==> src/hw/pcldc_pkg.sv <==
/*
 Constants shared by both ends of the pulse-count LED dimming link.
 Assumes a single 50 MHz reference clock on each end.
*/
// Operation
// - Start pump in unity gain while regulating
// - Lost regulation for 400 us: boost gain
// - Pump start repeats on every shutdown exit
// - Main pulses set main group, sub sets sub
// - Host raises enable before any dimming pulse
// - First falling edge sets full scale 31 mA
// - Each further falling edge lowers 1 mA
// - 32nd pulse gives 0 mA, next 31 mA
// - Host spaces pulses by at least 300 ns
// - Pulse rates 5 kHz to 1 MHz accepted
// - Enable low 1.5 ms forces shutdown
// - Enable low: dimming edges are ignored
// - Channel tied to pump output is disabled
// - Thermal shutdown at hot, resume after cooling
// - Single wire drives enable and both dims
// - Single-wire low pulses shorter than 0.5 ms
// - Boost mode switches pump at 1 MHz
// - Enable rise: enabled with all currents zero
// - Undervoltage disables every LED channel
// - Shutdown puts every channel at zero current
package pcldc_pkg;
   localparam int CLK_PERIOD_NS = 20;
   // Times as printed, in nanoseconds
   localparam int T_OFF_NS      = 1500000;
   localparam int T_QUAL_NS     = 400000;
   localparam int T_SETUP_NS    = 10000;
   localparam int T_GAP_NS      = 300;
   localparam int T_LOW_NS      = 500;
   localparam int T_PUMP_HALF_NS = 500;
   localparam int T_SW_LOW_MAX_NS = 500000;
   // Least times round up, longest round down
   localparam int OFF_CYC       = (T_OFF_NS + CLK_PERIOD_NS - 1) / CLK_PERIOD_NS;
   localparam int QUAL_CYC      = (T_QUAL_NS + CLK_PERIOD_NS - 1) / CLK_PERIOD_NS;
   localparam int SETUP_CYC     = (T_SETUP_NS + CLK_PERIOD_NS - 1) / CLK_PERIOD_NS;
   localparam int GAP_CYC       = (T_GAP_NS + CLK_PERIOD_NS - 1) / CLK_PERIOD_NS;
   localparam int LOW_CYC       = (T_LOW_NS + CLK_PERIOD_NS - 1) / CLK_PERIOD_NS;
   localparam int SW_LOW_MAX_CYC = T_SW_LOW_MAX_NS / CLK_PERIOD_NS;
   localparam int PUMP_HALF_CYC = T_PUMP_HALF_NS / CLK_PERIOD_NS;
   localparam int TIMER_W       = 17;
   localparam int CODE_W        = 5;
   localparam int MAIN_CH       = 4;
   localparam int SUB_CH        = 2;
   localparam logic [CODE_W-1:0] CODE_FULL = 5'h1F;
   localparam logic [CODE_W-1:0] CODE_OFF  = 5'h00;
   // Line bit positions: enable, main, sub
   localparam int LN_EN   = 0;
   localparam int LN_MAIN = 1;
   localparam int LN_SUB  = 2;
   localparam logic [2:0] LINE_IDLE = 3'h6;

   typedef enum logic [1:0] {
      PUMP_OFF   = 2'b00,
      PUMP_UNITY = 2'b01,
      PUMP_BOOST = 2'b10
   } pcldc_pump_t;

   typedef enum logic [1:0] {
      OP_ENABLE  = 2'b00,
      OP_DISABLE = 2'b01,
      OP_MAIN    = 2'b10,
      OP_SUB     = 2'b11
   } pcldc_op_t;

   typedef enum logic [1:0] {
      HS_IDLE = 2'b00,
      HS_LOW  = 2'b01,
      HS_WAIT = 2'b10
   } pcldc_hstate_t;
endpackage

==> src/hw/pcldc_if.sv <==
/*
 Wires between host and LED driver: enable and two dimming lines.
 Assumes both ends share no clock; the driver synchronises them.
*/
`timescale 1ns/1ps
interface pcldc_if;
   logic en;
   logic main_dim_pulse_n;
   logic sub_dim_pulse_n;
   modport host (output en, output main_dim_pulse_n, output sub_dim_pulse_n);
   modport dev  (input en, input main_dim_pulse_n, input sub_dim_pulse_n);
endinterface

==> src/hw/pcldc_dev.sv <==
/*
 Control logic of the six-channel LED driver: enable and shutdown
 timing, pulse-count current codes, pump mode sequencing, protection.
 Assumes the link lines are asynchronous and the analog side reports
 regulation, temperature, undervoltage and tied channels as levels.
*/
`timescale 1ns/1ps
module pcldc_dev #(
   parameter int OFF_CYC       = pcldc_pkg::OFF_CYC,
   parameter int QUAL_CYC      = pcldc_pkg::QUAL_CYC,
   parameter int PUMP_HALF_CYC = pcldc_pkg::PUMP_HALF_CYC
) (
   input  wire logic                         i_ref_clk,
   input  wire logic                         i_srst,
   pcldc_if.dev                              link,
   input  wire logic                         i_regulation_ok,
   input  wire logic                         i_die_hot,
   input  wire logic                         i_die_cooled,
   input  wire logic                         i_uvlo,
   input  wire logic [pcldc_pkg::MAIN_CH-1:0] i_main_tied,
   input  wire logic [pcldc_pkg::SUB_CH-1:0]  i_sub_tied,
   output logic [pcldc_pkg::CODE_W-1:0]       o_main_code,
   output logic [pcldc_pkg::CODE_W-1:0]       o_sub_code,
   output logic [pcldc_pkg::MAIN_CH-1:0]      o_main_on,
   output logic [pcldc_pkg::SUB_CH-1:0]       o_sub_on,
   output logic                               o_pump_boost,
   output logic                               o_pump_clk,
   output logic                               o_shutdown
);

   function automatic logic [pcldc_pkg::CODE_W-1:0] step_code(input logic [pcldc_pkg::CODE_W-1:0] c);
      // Zero wraps to full scale, which also makes the first edge full scale
      if (c == pcldc_pkg::CODE_OFF) begin
         step_code = pcldc_pkg::CODE_FULL;
      end else begin
         step_code = c - 5'h01;
      end
   endfunction

   logic [2:0]                        sync1_q;
   logic [2:0]                        sync2_q;
   logic [2:0]                        prev_q;
   logic [pcldc_pkg::TIMER_W-1:0]     off_cnt_q;
   logic [pcldc_pkg::TIMER_W-1:0]     off_cnt_d;
   logic                              shut_q;
   logic                              shut_d;
   logic                              therm_q;
   logic [pcldc_pkg::CODE_W-1:0]      main_code_q;
   logic [pcldc_pkg::CODE_W-1:0]      main_code_d;
   logic [pcldc_pkg::CODE_W-1:0]      sub_code_q;
   logic [pcldc_pkg::CODE_W-1:0]      sub_code_d;
   pcldc_pkg::pcldc_pump_t            pump_q;
   pcldc_pkg::pcldc_pump_t            pump_d;
   logic [pcldc_pkg::TIMER_W-1:0]     qual_cnt_q;
   logic [pcldc_pkg::TIMER_W-1:0]     qual_cnt_d;
   logic [pcldc_pkg::TIMER_W-1:0]     sw_cnt_q;
   logic [pcldc_pkg::TIMER_W-1:0]     sw_cnt_d;
   logic                              pump_clk_q;
   logic                              pump_clk_d;
   logic                              boost_q;
   logic [pcldc_pkg::MAIN_CH-1:0]     main_on_q;
   logic [pcldc_pkg::SUB_CH-1:0]      sub_on_q;

   wire [2:0] line_raw = {link.sub_dim_pulse_n, link.main_dim_pulse_n, link.en};
   wire       en_now   = sync2_q[pcldc_pkg::LN_EN];
   // Edges qualified by the enable seen one sample earlier, so a single
   // tied line still counts its own falling edge
   wire       en_was   = prev_q[pcldc_pkg::LN_EN];
   wire       dim_ok   = en_was & ~shut_q;
   wire       main_fall = dim_ok & prev_q[pcldc_pkg::LN_MAIN]
                          & ~sync2_q[pcldc_pkg::LN_MAIN];
   wire       sub_fall  = dim_ok & prev_q[pcldc_pkg::LN_SUB]
                          & ~sync2_q[pcldc_pkg::LN_SUB];
   wire       off_hit  = ~en_now & (off_cnt_q == OFF_CYC[pcldc_pkg::TIMER_W-1:0] - 17'h00001);
   wire       active   = ~shut_q & ~therm_q & ~i_uvlo;
   wire       qual_hit = (qual_cnt_q == QUAL_CYC[pcldc_pkg::TIMER_W-1:0] - 17'h00001);
   wire       sw_hit   = (sw_cnt_q == PUMP_HALF_CYC[pcldc_pkg::TIMER_W-1:0] - 17'h00001);

   // Two flops before any logic reads the pins
   always_ff @(posedge i_ref_clk) begin
      if (i_srst) begin
         sync1_q <= pcldc_pkg::LINE_IDLE;
         sync2_q <= pcldc_pkg::LINE_IDLE;
         prev_q  <= pcldc_pkg::LINE_IDLE;
      end else begin
         sync1_q <= line_raw;
         sync2_q <= sync1_q;
         prev_q  <= sync2_q;
      end
   end

   // Enable low time; a high sample restarts it
   always_comb begin
      if (en_now) begin
         off_cnt_d = '0;
      end else if (off_hit) begin
         off_cnt_d = off_cnt_q;
      end else begin
         off_cnt_d = off_cnt_q + 17'h00001;
      end
   end

   always_comb begin
      if (shut_q) begin
         shut_d = ~en_now;
      end else begin
         shut_d = off_hit;
      end
   end

   always_comb begin
      main_code_d = main_code_q;
      sub_code_d  = sub_code_q;
      if (shut_q) begin
         main_code_d = pcldc_pkg::CODE_OFF;
         sub_code_d  = pcldc_pkg::CODE_OFF;
      end else begin
         if (main_fall) begin
            main_code_d = step_code(main_code_q);
         end
         if (sub_fall) begin
            sub_code_d = step_code(sub_code_q);
         end
      end
   end

   always_ff @(posedge i_ref_clk) begin
      if (i_srst) begin
         off_cnt_q   <= '0;
         shut_q      <= 1'b1;
         main_code_q <= pcldc_pkg::CODE_OFF;
         sub_code_q  <= pcldc_pkg::CODE_OFF;
      end else begin
         off_cnt_q   <= off_cnt_d;
         shut_q      <= shut_d;
         main_code_q <= main_code_d;
         sub_code_q  <= sub_code_d;
      end
   end

   // Hysteresis lives in the two comparators; hot wins if both assert
   always_ff @(posedge i_ref_clk) begin
      if (i_srst) begin
         therm_q <= 1'b0;
      end else if (i_die_hot) begin
         therm_q <= 1'b1;
      end else if (i_die_cooled) begin
         therm_q <= 1'b0;
      end
   end

   // Pump mode: off until active, then unity, boost after qualification
   always_comb begin
      pump_d = pump_q;
      unique case (pump_q)
         pcldc_pkg::PUMP_OFF: begin
            if (active) begin
               pump_d = pcldc_pkg::PUMP_UNITY;
            end
         end
         pcldc_pkg::PUMP_UNITY: begin
            if (!active) begin
               pump_d = pcldc_pkg::PUMP_OFF;
            end else if (!i_regulation_ok && qual_hit) begin
               pump_d = pcldc_pkg::PUMP_BOOST;
            end
         end
         pcldc_pkg::PUMP_BOOST: begin
            if (!active) begin
               pump_d = pcldc_pkg::PUMP_OFF;
            end
         end
         default: begin
            pump_d = pcldc_pkg::PUMP_OFF;
         end
      endcase
   end

   // Any regulated sample restarts the qualification window
   always_comb begin
      if (pump_q == pcldc_pkg::PUMP_UNITY && !i_regulation_ok && !qual_hit) begin
         qual_cnt_d = qual_cnt_q + 17'h00001;
      end else begin
         qual_cnt_d = '0;
      end
   end

   // Half periods of the pump clock; stopped outside boost
   always_comb begin
      sw_cnt_d   = '0;
      pump_clk_d = 1'b0;
      if (pump_q == pcldc_pkg::PUMP_BOOST) begin
         pump_clk_d = pump_clk_q ^ sw_hit;
         if (!sw_hit) begin
            sw_cnt_d = sw_cnt_q + 17'h00001;
         end
      end
   end

   always_ff @(posedge i_ref_clk) begin
      if (i_srst) begin
         pump_q     <= pcldc_pkg::PUMP_OFF;
         qual_cnt_q <= '0;
         sw_cnt_q   <= '0;
         pump_clk_q <= 1'b0;
         boost_q    <= 1'b0;
      end else begin
         pump_q     <= pump_d;
         boost_q    <= (pump_d == pcldc_pkg::PUMP_BOOST);
         qual_cnt_q <= qual_cnt_d;
         sw_cnt_q   <= sw_cnt_d;
         pump_clk_q <= pump_clk_d;
      end
   end

   // Channel sinks: each tied pin dropped on its own
   always_ff @(posedge i_ref_clk) begin
      if (i_srst) begin
         main_on_q <= '0;
         sub_on_q  <= '0;
      end else begin
         main_on_q <= {pcldc_pkg::MAIN_CH{active & (main_code_q != pcldc_pkg::CODE_OFF)}}
                      & ~i_main_tied;
         sub_on_q  <= {pcldc_pkg::SUB_CH{active & (sub_code_q != pcldc_pkg::CODE_OFF)}}
                      & ~i_sub_tied;
      end
   end

   assign o_main_code  = main_code_q;
   assign o_sub_code   = sub_code_q;
   assign o_main_on    = main_on_q;
   assign o_sub_on     = sub_on_q;
   assign o_pump_boost = boost_q;
   assign o_pump_clk   = pump_clk_q;
   assign o_shutdown   = shut_q;

endmodule

==> src/flat_wrapper.sv <==
// flat-port wrapper written by rule: the top's interface ports become plain ports
module pcldc_dev_flat 
#(
   parameter int OFF_CYC       = pcldc_pkg::OFF_CYC,
   parameter int QUAL_CYC      = pcldc_pkg::QUAL_CYC,
   parameter int PUMP_HALF_CYC = pcldc_pkg::PUMP_HALF_CYC
)
  (i_ref_clk, i_srst, i_regulation_ok, i_die_hot, i_die_cooled, i_uvlo, i_main_tied, i_sub_tied, o_main_code, o_sub_code, o_main_on, o_sub_on, o_pump_boost, o_pump_clk, o_shutdown, link_en, link_main_dim_pulse_n, link_sub_dim_pulse_n);
  pcldc_if link_i ();
  input  wire logic i_ref_clk;
  input  wire logic i_srst;
  input  wire logic i_regulation_ok;
  input  wire logic i_die_hot;
  input  wire logic i_die_cooled;
  input  wire logic i_uvlo;
  input  wire logic [pcldc_pkg::MAIN_CH-1:0] i_main_tied;
  input  wire logic [pcldc_pkg::SUB_CH-1:0] i_sub_tied;
  output logic [pcldc_pkg::CODE_W-1:0] o_main_code;
  output logic [pcldc_pkg::CODE_W-1:0] o_sub_code;
  output logic [pcldc_pkg::MAIN_CH-1:0] o_main_on;
  output logic [pcldc_pkg::SUB_CH-1:0] o_sub_on;
  output logic o_pump_boost;
  output logic o_pump_clk;
  output logic o_shutdown;
  input wire logic [$bits(link_i.en)-1:0] link_en;
  input wire logic [$bits(link_i.main_dim_pulse_n)-1:0] link_main_dim_pulse_n;
  input wire logic [$bits(link_i.sub_dim_pulse_n)-1:0] link_sub_dim_pulse_n;
  assign link_i.en = link_en;
  assign link_i.main_dim_pulse_n = link_main_dim_pulse_n;
  assign link_i.sub_dim_pulse_n = link_sub_dim_pulse_n;
  pcldc_dev #(.OFF_CYC(OFF_CYC), .QUAL_CYC(QUAL_CYC), .PUMP_HALF_CYC(PUMP_HALF_CYC)) u_core (.i_ref_clk(i_ref_clk), .i_srst(i_srst), .link(link_i), .i_regulation_ok(i_regulation_ok), .i_die_hot(i_die_hot), .i_die_cooled(i_die_cooled), .i_uvlo(i_uvlo), .i_main_tied(i_main_tied), .i_sub_tied(i_sub_tied), .o_main_code(o_main_code), .o_sub_code(o_sub_code), .o_main_on(o_main_on), .o_sub_on(o_sub_on), .o_pump_boost(o_pump_boost), .o_pump_clk(o_pump_clk), .o_shutdown(o_shutdown));
endmodule
==> config.mk <==
export PLATFORM = sky130hd
export DESIGN_NAME = pcldc_dev_flat
export DESIGN_NICKNAME = d
export VERILOG_FILES = /design/src/hw/pcldc_pkg.sv /design/src/hw/pcldc_if.sv /design/src/hw/pcldc_dev.sv /design/src/flat_wrapper.sv
export SDC_FILE = /design/constraint.sdc
export NUM_CORES = 1
export LEC_CHECK = 0
export BUFFER_PORTS_ARGS = -buffer_cell sky130_fd_sc_hd__clkbuf_2
export CAP_MARGIN = 10
export CORE_MARGIN = 5
export CORE_UTILIZATION = 40
export CTS_CLUSTER_DIAMETER = 50
export DETAILED_ROUTE_END_ITERATION = 10
export GPL_TIMING_DRIVEN = 1
export PLACE_DENSITY_LB_ADDON = 0.2
export SLEW_MARGIN = 25
export SYNTH_ARGS = -nofsm -noshare
export SYNTH_HDL_FRONTEND = slang
export SYNTH_SLANG_ARGS = --single-unit
==> constraint.sdc <==
create_clock -name i_ref_clk -period 2.3 [get_ports i_ref_clk]
set_input_delay 0 -clock i_ref_clk [delete_from_list [all_inputs] [get_ports i_ref_clk]]
set_output_delay 0 -clock i_ref_clk [all_outputs]
set_load 0.02 [all_outputs]
# == After elaboration in Yosys (flattened, before gate mapping) ==
# Index checks and enable logic that the tools add are counted.
# totals
reg_bits,82
# classes
n_addsub,5
n_eq_ne,6
n_mux,10
bitwise,23
n_reduce_logical,16
# op_table
cell,n
adder 17 x 1 -> 17 bit (second input constant),3
equality test 17 x 15 -> 1 bit (second input constant),1
equality test 17 bit (second input constant),1
equality test 17 x 5 -> 1 bit (second input constant),1
AND 1 bit,10
zero test 5 bit,2
2-to-1 mux 5 bit,2
nonzero test 5 bit,2
subtractor 5 x 1 -> 5 bit (second input constant),2
2-to-1 mux 2 bit,4
NOT 1 bit,8
OR reduction 2 bit,4
one-hot mux 2 bit (3 select lines),1
AND 4 bit,1
equality test 2 bit (second input constant),2
NOT 4 bit,1
logical AND 1 bit,3
2-to-1 mux 1 bit,3
OR reduction 3 bit,1
AND 2 bit,1
equality test 2 x 1 -> 1 bit (second input constant),1
zero test 1 bit,2
zero test 2 bit,1
NOT 2 bit,1
2 further kinds,2

# == Longest topological paths before layout ==
# Gate-level depths: netlist of run 1.
# logic_depth
ltp_word,6
mapped_depth,7
depth_no_buf,6

# == Worst setup path after synthesis of run 1 ==
# Ideal clock, no wire load.
# synth_timing
path_kind,flip-flop to flip-flop
from,reg u_core.qual_cnt_q[13] (netlist bit)
to,reg u_core.qual_cnt_q[10] (netlist bit)
setup_time_ns,0.117
arrival_time_ns,1.861
path_slack_ns,0.322
stages_incl_launch_ff,6
cell_sequence,dfxtp_1 or4_1 or4_4 o21ai_2 buf_2 nor2_1
# synth_between
elab_chain_len,5
# synth_rtl
element,line_no,source
"start, declared",pcldc_dev.sv:54,logic [pcldc_pkg::TIMER_W-1:0] qual_cnt_q;
"start signal, assigned",pcldc_dev.sv:210,qual_cnt_q <= qual_cnt_d;
equality test 17 x 15 -> 1 bit,pcldc_dev.sv:76,wire qual_hit = (qual_cnt_q == QUAL_CYC[pcldc_pkg::TIMER_W-1:0] - 17'h00001);
zero test 1 bit,pcldc_dev.sv:181,if (pump_q == pcldc_pkg::PUMP_UNITY && !i_regulation_ok && !qual_hit) begin
logical AND 1 bit,pcldc_dev.sv:181,
NOT 1 bit (no source line),n/a,
OR reduction 2 bit (no source line),n/a,
# No other way between the ends.
# A chain may end at the register's enable or synchronous reset.

# == Final worst setup path of run 1 ==
# layout_timing
from,reg u_core.main_code_q (netlist bit u_core.o_main_code[0])
to,reg u_core.main_on_q (netlist bit u_core.o_main_on[0])
# layout_between
elab_chain_len,3
# layout_rtl
element,line_no,source
"start, declared",pcldc_dev.sv:48,logic [pcldc_pkg::CODE_W-1:0] main_code_q;
"start signal, assigned",pcldc_dev.sv:131,main_code_q <= pcldc_pkg::CODE_OFF;
"start signal, assigned",pcldc_dev.sv:136,main_code_q <= main_code_d;
nonzero test 5 bit,pcldc_dev.sv:222,main_on_q <= {pcldc_pkg::MAIN_CH{active & (main_code_q != pcldc_pkg::CODE_OFF)}}
AND 1 bit,pcldc_dev.sv:222,
AND 4 bit,pcldc_dev.sv:223,& ~i_main_tied;
"end signal, assigned",pcldc_dev.sv:222,
"end, declared",pcldc_dev.sv:61,logic [pcldc_pkg::MAIN_CH-1:0] main_on_q;
# No other way between the ends.

==> impl_metrics.ini, run 1 <==
[clock_network]
clkLatencyLatePin_ns = 0.35
numClockSinks = 82
cts_hold_buf = 17
tritoncts = yes
clk_transition_reported_paths_ns = 0.09
post-cts-setup-buffer-count = 0
clockRootBuffer = sky130_fd_sc_hd__clkbuf_8
tritoncts.num_buffers = 9
htreeDepth = 3
post_cts_resized = 0
cts.path.max_buffers = 2

[critical_path]
critPathLaunchType = flip-flop
timing.critical_path.to_type = flip-flop
crit_fanout = 5
critical_setup_path_class = reg -> reg
critical_path_required_ns = 2.55
critical_path_arrival_ns = 2.34

[detailed_routing]
wl_mm = 6.40
post_drt_via_cell_ratio = 4.99
dr.first_iter.drc_count = 76
wl_per_cell_um = 11.7
post-route-drc-count = 0
drtAntennaViolNets = 0
drt-pass1-iter-count = 4
vias = 2725

[min_path]
timing.hold.worst.class = in -> reg

[timing]
relSlewSlack = 0.624
tightestPinTransition_ns = 0.559
fin_tns_setup_ns = 0
achievable-frequency_mhz = 479
setup_violations = 0
timing.final.crit_period_ns = 2.09
final-hold-violation-count = 0
timing_max_transition_violations_final = 0
post-route-worst-setup-slack_ns = 0.213
period_share = 0.907
unrepaired_setup_endpoints_after_global_routing = false
skew_ns = 0.00905

[global_routing]
grt_pass1_vias = 2484
grt_max_degree = 18
wire_length_of_the_first_global_routing_pass_mm = 10.9
gr-usage-all-layers = 0.131
number_of_antenna_violations_at_the_first_check_in_global_routing = 0
grt_overflow = 0

[synth]
asyncSetResetFlopFracSynth = 0
ys_seq_elements = 82
synthesis.instances = 380
postSynthNetCount = 401
synth.avg_cell_area_um2 = 8.92
synth-edff-count = 0
ys.flop_type = sky130_fd_sc_hd__dfxtp_1
syn_area_um2 = 3390
yosys_warnings = 0
yosysSeqAreaShare = 0.484
post_synth_num_cell_types = 38

[floorplanning]
core_um2 = 8260
std_cell_rows = 33
die-height_um = 102
pin_count = 34
die_area_um2 = 10400
chipWidth_um = 102
start_util = 0.411

[placed_design]
place.detailed.hpwl_mm = 4.51
gp_congestion = 0.793
dpl_worst_slack_ns = 0.274
port-buffer-count = 33

[cells_and_area]
mostFrequentLayoutCell = sky130_fd_sc_hd__dfxtp_1
drive_gt1_frac = 0.154
most-common-layout-cells = sky130_fd_sc_hd__dfxtp_1, sky130_fd_sc_hd__nor2_1, sky130_fd_sc_hd__xnor2_1
area_growth_pct = 20.2
antenna_cells = 0
fillCellCount = 830
finalNetCount = 457

[power_and_ir_drop]
p_int_mw = 2.09
clock_power_share = 0.435
sw_frac_of_total = 0.217
combPwrFrac = 0.025
share_seq_of_total_power = 0.541
peakVddDrop_mv = 0.339
powerDensity_nw_per_um2 = 654
p_sw_uw = 578
power.static_leakage_nw = 1.39

[status]
outcome = finished, final reports clean

[job]
maxCapViolations = 0
[critical path, stage by stage (launching register included)]
cell and delay [ns]:
sky130_fd_sc_hd__dfxtp_1 0.35, sky130_fd_sc_hd__inv_1 0.06, sky130_fd_sc_hd__ha_1 0.19, sky130_fd_sc_hd__or4b_2 0.63, sky130_fd_sc_hd__nand2_1 0.16, sky130_fd_sc_hd__nor2_1 0.05, sky130_fd_sc_hd__dlygate4sd3_1 0.54
[final cells by class]
cell class              instances  area [µm²]  share of cell area
flip-flops and latches         82        1640               0.403
clock buffers                   9         124              0.0304
repair buffers                 54         365              0.0896
inverters                      17        63.8              0.0157
well taps                     105         131              0.0322
clock inverters                 7         100              0.0246
multi-input cells             272        1650               0.405
[routing by layer]
| layer | global-route usage | part of all wire |
|---|---|---|
| met5 | 0 | 0 |
| met4 | 0.0414 | 0.010 |
| met3 | 0.0437 | 0.046 |
| met2 | 0.208 | 0.45 |
| met1 | 0.167 | 0.49 |
[cell usage after synthesis, types with 2 or more instances]
cell type                   n  share of area
sky130_fd_sc_hd__a311oi_1   2         0.0052
sky130_fd_sc_hd__inv_1     17          0.019
sky130_fd_sc_hd__clkbuf_1   8         0.0089
sky130_fd_sc_hd__o21ai_0    4         0.0059
sky130_fd_sc_hd__or3_1      6          0.011
sky130_fd_sc_hd__ha_1       6          0.022
sky130_fd_sc_hd__nor4bb_1   5          0.015
sky130_fd_sc_hd__nor2_1    74          0.082
sky130_fd_sc_hd__nand2b_1   3         0.0055
sky130_fd_sc_hd__nor4_1    18          0.033
sky130_fd_sc_hd__o21a_1     2         0.0044
sky130_fd_sc_hd__xor2_1    10          0.026
sky130_fd_sc_hd__or4b_2     2         0.0059
sky130_fd_sc_hd__or2_2      8          0.015
sky130_fd_sc_hd__a31oi_1    4         0.0074
sky130_fd_sc_hd__nand3_1   16          0.024
sky130_fd_sc_hd__nor3b_1    2         0.0044
sky130_fd_sc_hd__xnor2_1   35          0.090
sky130_fd_sc_hd__or4_1      2         0.0044
sky130_fd_sc_hd__a41o_1     2         0.0059
sky130_fd_sc_hd__dfxtp_1   82           0.48
sky130_fd_sc_hd__a21oi_1    7          0.010
sky130_fd_sc_hd__a211oi_1   2         0.0044
sky130_fd_sc_hd__nor3_1    15          0.022
sky130_fd_sc_hd__or4_4      2         0.0066
sky130_fd_sc_hd__nor2b_1    3         0.0055
sky130_fd_sc_hd__nand2_1   20          0.022
sky130_fd_sc_hd__nand4_1   13          0.024
[metrics by stage]
stage	std cells	cell area, µm²	total power [mW]	utilization	hold WS [ns]
5_1_grt	546	4080	2.78	0.494	0.0676
2_1_floorplan	380	3390	1.50	-	0.0724
3_5_place_dp	513	3680	1.53	0.446	0.159
3_3_place_gp	513	3680	1.52	0.446	0.161
4_1_cts	546	4080	2.71	0.494	0.0204
6_report	546	4080	2.67	0.494	0.0227
[state kept, by name (all words and copies together), names as in the netlist]
register,flops
u_core.o_sub_on,2
u_core.o_pump_clk,1
u_core.o_shutdown,1
u_core.o_main_on,4
u_core.qual_cnt_q,17
u_core.o_sub_code,5
u_core.prev_q,3
u_core.sw_cnt_q,17
u_core.o_main_code,5
u_core.sync2_q,3
u_core.sync1_q,3
u_core.therm_q,1
u_core.off_cnt_q,17
u_core.o_pump_boost,1
u_core.pump_q,2
[power groups by stage]
stage                     logic [mW]  clock network, mW  registers, mW
after floorplan               0.0285                  0           1.47
after global placement        0.0503                  0           1.47
after detailed placement      0.0507                  0           1.47
after CTS                     0.0671               1.20           1.44
after global routing          0.0748               1.26           1.44
final                         0.0653               1.16           1.44
[kinds of logic (layout without fill, tap and decap cells)]
group | after synthesis | in the layout | synth area share
XOR/XNOR | 45 | 45 | 0.116
multiplexers | 1 | 1 | 0.00295
AND/OR/NAND/NOR | 195 | 195 | 0.297
flip-flops | 82 | 82 | 0.484
buffers and inverters | 26 | 87 | 0.0291
AO/OA/AOI/OAI | 25 | 25 | 0.0487
adder cells (fa/ha/maj) | 6 | 6 | 0.0221
[path summary, 6_finish.rpt]
check                                                   startpoint                             end  slack (ns)  cells past startpoint
worst max register to register  u_core.o_main_code[0]$_SDFFE_PP0P_  u_core.o_main_on[0]$_SDFF_PP0_        0.21                      6
worst max-delay path            u_core.o_main_code[0]$_SDFFE_PP0P_  u_core.o_main_on[0]$_SDFF_PP0_        0.21                      6
worst min register to register        u_core.sync1_q[2]$_SDFF_PP1_    u_core.sync2_q[2]$_SDFF_PP1_        0.42                      1
worst min-delay path                                        i_srst     u_core.therm_q$_SDFFE_PP0P_        0.02                      2
Power figures use the tool's default switching activity.
==> run 2, diff against run 1 <==
Settings changed: ABC_AREA set to 1.
==> run 2 against run 1 <==
Effect of this change: sequential cell count unchanged; via count up 19%; count of clock-buffer cells in the layout unchanged; largest cell class unchanged; largest power group unchanged.
==> impl_metrics.ini, run 2 <==
[synth]
synth-edff-count = 0
ys.flop_type = sky130_fd_sc_hd__dfxtp_1
ys_seq_elements = 82
synth.avg_cell_area_um2 = 7.67
synth_area_leaders = sky130_fd_sc_hd__dfxtp_1, sky130_fd_sc_hd__nand2_1, sky130_fd_sc_hd__inv_1
yosysSeqAreaShare = 0.432
synthesis.instances = 496
synthTopCellsByCount = sky130_fd_sc_hd__dfxtp_1, sky130_fd_sc_hd__nand2_1, sky130_fd_sc_hd__inv_1, sky130_fd_sc_hd__nor2_1, sky130_fd_sc_hd__a21oi_1
syn_area_um2 = 3800
synth_top_cell_by_area = sky130_fd_sc_hd__dfxtp_1
yosys_warnings = 0
synth_top_cell_area_share = 0.432
postSynthNetCount = 517
asyncSetResetFlopFracSynth = 0
post_synth_num_cell_types = 32
yosysMostFrequentCell = sky130_fd_sc_hd__dfxtp_1

[critical_path]
regToRegEndpoint = u_core.o_main_on[1]$_SDFF_PP0_
critPathLaunchType = primary input
critical_setup_path_class = in -> reg
critical_path_required_ns = 2.60
r2r_setup_slack_ns = 0.40
reg2reg_from = u_core.o_main_code[0]$_SDFFE_PP0P_
crit_path_start = i_srst
timing.critical_path.to_type = flip-flop
crit_fanout = 12
critical_path_arrival_ns = 2.22
worst-r2r-cell-count = 8

[global_routing]
wire_length_of_the_first_global_routing_pass_mm = 13.4
grt_overflow = 0
number_of_antenna_violations_at_the_first_check_in_global_routing = 0
grt_pass1_vias = 3189
gr-usage-all-layers = 0.140
grt_max_degree = 18

[clock_network]
post_cts_resized = 0
cts.path.max_buffers = 2
clk_transition_reported_paths_ns = 0.09
numClockSinks = 82
clkLatencyLatePin_ns = 0.35
tritoncts = yes
htreeDepth = 3
tritoncts.num_buffers = 9
clockRootBuffer = sky130_fd_sc_hd__clkbuf_8

[power_and_ir_drop]
p_int_mw = 1.87
share_seq_of_total_power = 0.585
combPwrFrac = 0.032
sw_frac_of_total = 0.239
power.static_leakage_nw = 1.62
clock_power_share = 0.383
fin_total_pwr_mw = 2.46
peakVddDrop_mv = 0.397
p_sw_uw = 588
powerDensity_nw_per_um2 = 547

[detailed_routing]
wl_mm = 7.60
post-route-drc-count = 0
wl_per_cell_um = 11.0
detailroute.wirelength.met3_um = 226
dr.first_iter.drc_count = 152
drtAntennaViolNets = 0
drt-pass1-iter-count = 4
dr.max_layer_used = met4
vias = 3253
met1Wirelength_mm = 3.68
met2RoutedLength_mm = 3.57
post_drt_via_cell_ratio = 4.70

[timing]
timing.final.crit_period_ns = 1.93
setup_violations = 0
achievable-frequency_mhz = 519
timing.hold.ws_ns = 0.391
period_share = 0.838
skew_ns = 0.0110
unrepaired_setup_endpoints_after_global_routing = false
final-hold-violation-count = 0
relSlewSlack = 0.628
timing_max_transition_violations_final = 0
tightestPinTransition_ns = 0.557
fin_tns_setup_ns = 0

[placed_design]
port-buffer-count = 33
place.detailed.hpwl_mm = 5.59
gp_congestion = 0.824

[cells_and_area]
fillCellCount = 898
finalNetCount = 579
antenna_cells = 0
final-seq-area_um2 = 1640
most-common-layout-cells = sky130_fd_sc_hd__dfxtp_1, sky130_fd_sc_hd__nand2_1, sky130_fd_sc_hd__inv_1
mostFrequentLayoutCell = sky130_fd_sc_hd__dfxtp_1
layout_top_registers = u_core.off_cnt_q x17, u_core.qual_cnt_q x17, u_core.sw_cnt_q x17
area_growth_pct = 18.3
drive_gt1_frac = 0.206
multiInputGateArea_um2 = 1850

[min_path]
timing.hold.worst.class = in -> reg
hp-start = link_main_dim_pulse_n
worstHoldEndpoint = u_core.sync1_q[1]$_SDFF_PP1_
hold-path-cell-count = 3

[job]
maxCapViolations = 0

[floorplanning]
core_um2 = 9240
pin_count = 34
std_cell_rows = 35
chipWidth_um = 108
die_area_um2 = 11600
start_util = 0.412
die-height_um = 108

[status]
outcome = finished, final reports clean
run 2: changes by cell type in the layout (fill, tap and decap cells not counted), moves of 10 or more:
cell,delta
sky130_fd_sc_hd__nand2_1,+58
sky130_fd_sc_hd__inv_1,+48
sky130_fd_sc_hd__a21oi_1,+26
sky130_fd_sc_hd__nand3_1,+15
sky130_fd_sc_hd__nor2_1,-23
sky130_fd_sc_hd__nand4_1,+11
sky130_fd_sc_hd__nor2_2,+24
sky130_fd_sc_hd__nand2_2,+10
sky130_fd_sc_hd__nor4_1,-18
sky130_fd_sc_hd__o21ai_0,+12
sky130_fd_sc_hd__xnor2_1,-30
run 2: critical path: stages:
cell	delay (ns)
sky130_fd_sc_hd__dlygate4sd3_1	0.53
sky130_fd_sc_hd__clkbuf_2	0.21
sky130_fd_sc_hd__nor2_2	0.29
sky130_fd_sc_hd__inv_2	0.13
sky130_fd_sc_hd__nor3_2	0.21
sky130_fd_sc_hd__nand2_1	0.17
sky130_fd_sc_hd__nor2_1	0.13
sky130_fd_sc_hd__dlygate4sd3_1	0.56
run 2: routing by layer:
metal | vias up | global-route usage
met1 | 1472 | 0.175
met2 | 44 | 0.237
met4 | 0 | 0.0424
met5 | - | 0
li1 | 1725 | -
met3 | 12 | 0.0342
run 2: per-stage QoR:
step	utilization	instances	cell area, µm²	setup slack, ns
6_report	0.487	692	4500	0.373
5_1_grt	0.487	692	4500	0.184
4_1_cts	0.487	692	4500	0.422
3_5_place_dp	0.443	653	4090	0.745
3_3_place_gp	0.443	653	4090	0.807
2_1_floorplan	-	496	3800	0.968
run 2: how the worst max path moves through the flow:
stage | to | slack [ns] | cells past startpoint
after floorplan | u_core.qual_cnt_q[10]$_SDFF_PP0_ | 0.97 | 7
after global placement | u_core.qual_cnt_q[2]$_SDFF_PP0_ | 0.81 | 6
after detailed placement | u_core.qual_cnt_q[14]$_SDFF_PP0_ | 0.74 | 6
after CTS | u_core.o_main_on[3]$_SDFF_PP0_ | 0.42 | 8
after global routing | u_core.o_main_on[1]$_SDFF_PP0_ | 0.18 | 8
final | u_core.o_main_on[1]$_SDFF_PP0_ | 0.37 | 8
run 2: cell type report:
class	instances	share of cell area
multi-input cells	337	0.412
flip-flops and latches	82	0.365
repair buffers	56	0.0879
inverters	72	0.0601
well taps	129	0.0359
clock buffers	9	0.0275
clock inverters	7	0.0120
run 2: timing repair:
item	4_1_cts	5_1_grt
hold endpoints to repair	14	0
buffers inserted	0	0
hold buffers	23	0
setup endpoints to repair	0	0
run 2: kinds of logic (layout without fill, tap and decap cells):
| logic type | count (synthesis) | in the layout | synth area share |
|---|---|---|---|
| simple gates | 255 | 255 | 0.342 |
| flops | 82 | 82 | 0.432 |
| buf+inv | 77 | 144 | 0.0809 |
| compound gates | 62 | 62 | 0.0935 |
| xor+xnor | 14 | 14 | 0.0322 |
| fa+ha+maj | 6 | 6 | 0.0197 |
run 2: power groups by stage:
stage	sequential (mW)	clock, mW	combinational [mW]
floorplan	1.47	0	0.0344
global placement	1.47	0	0.0540
detailed placement	1.47	0	0.0548
CTS	1.44	0.981	0.0773
global route	1.44	1.03	0.0891
finish	1.44	0.943	0.0777
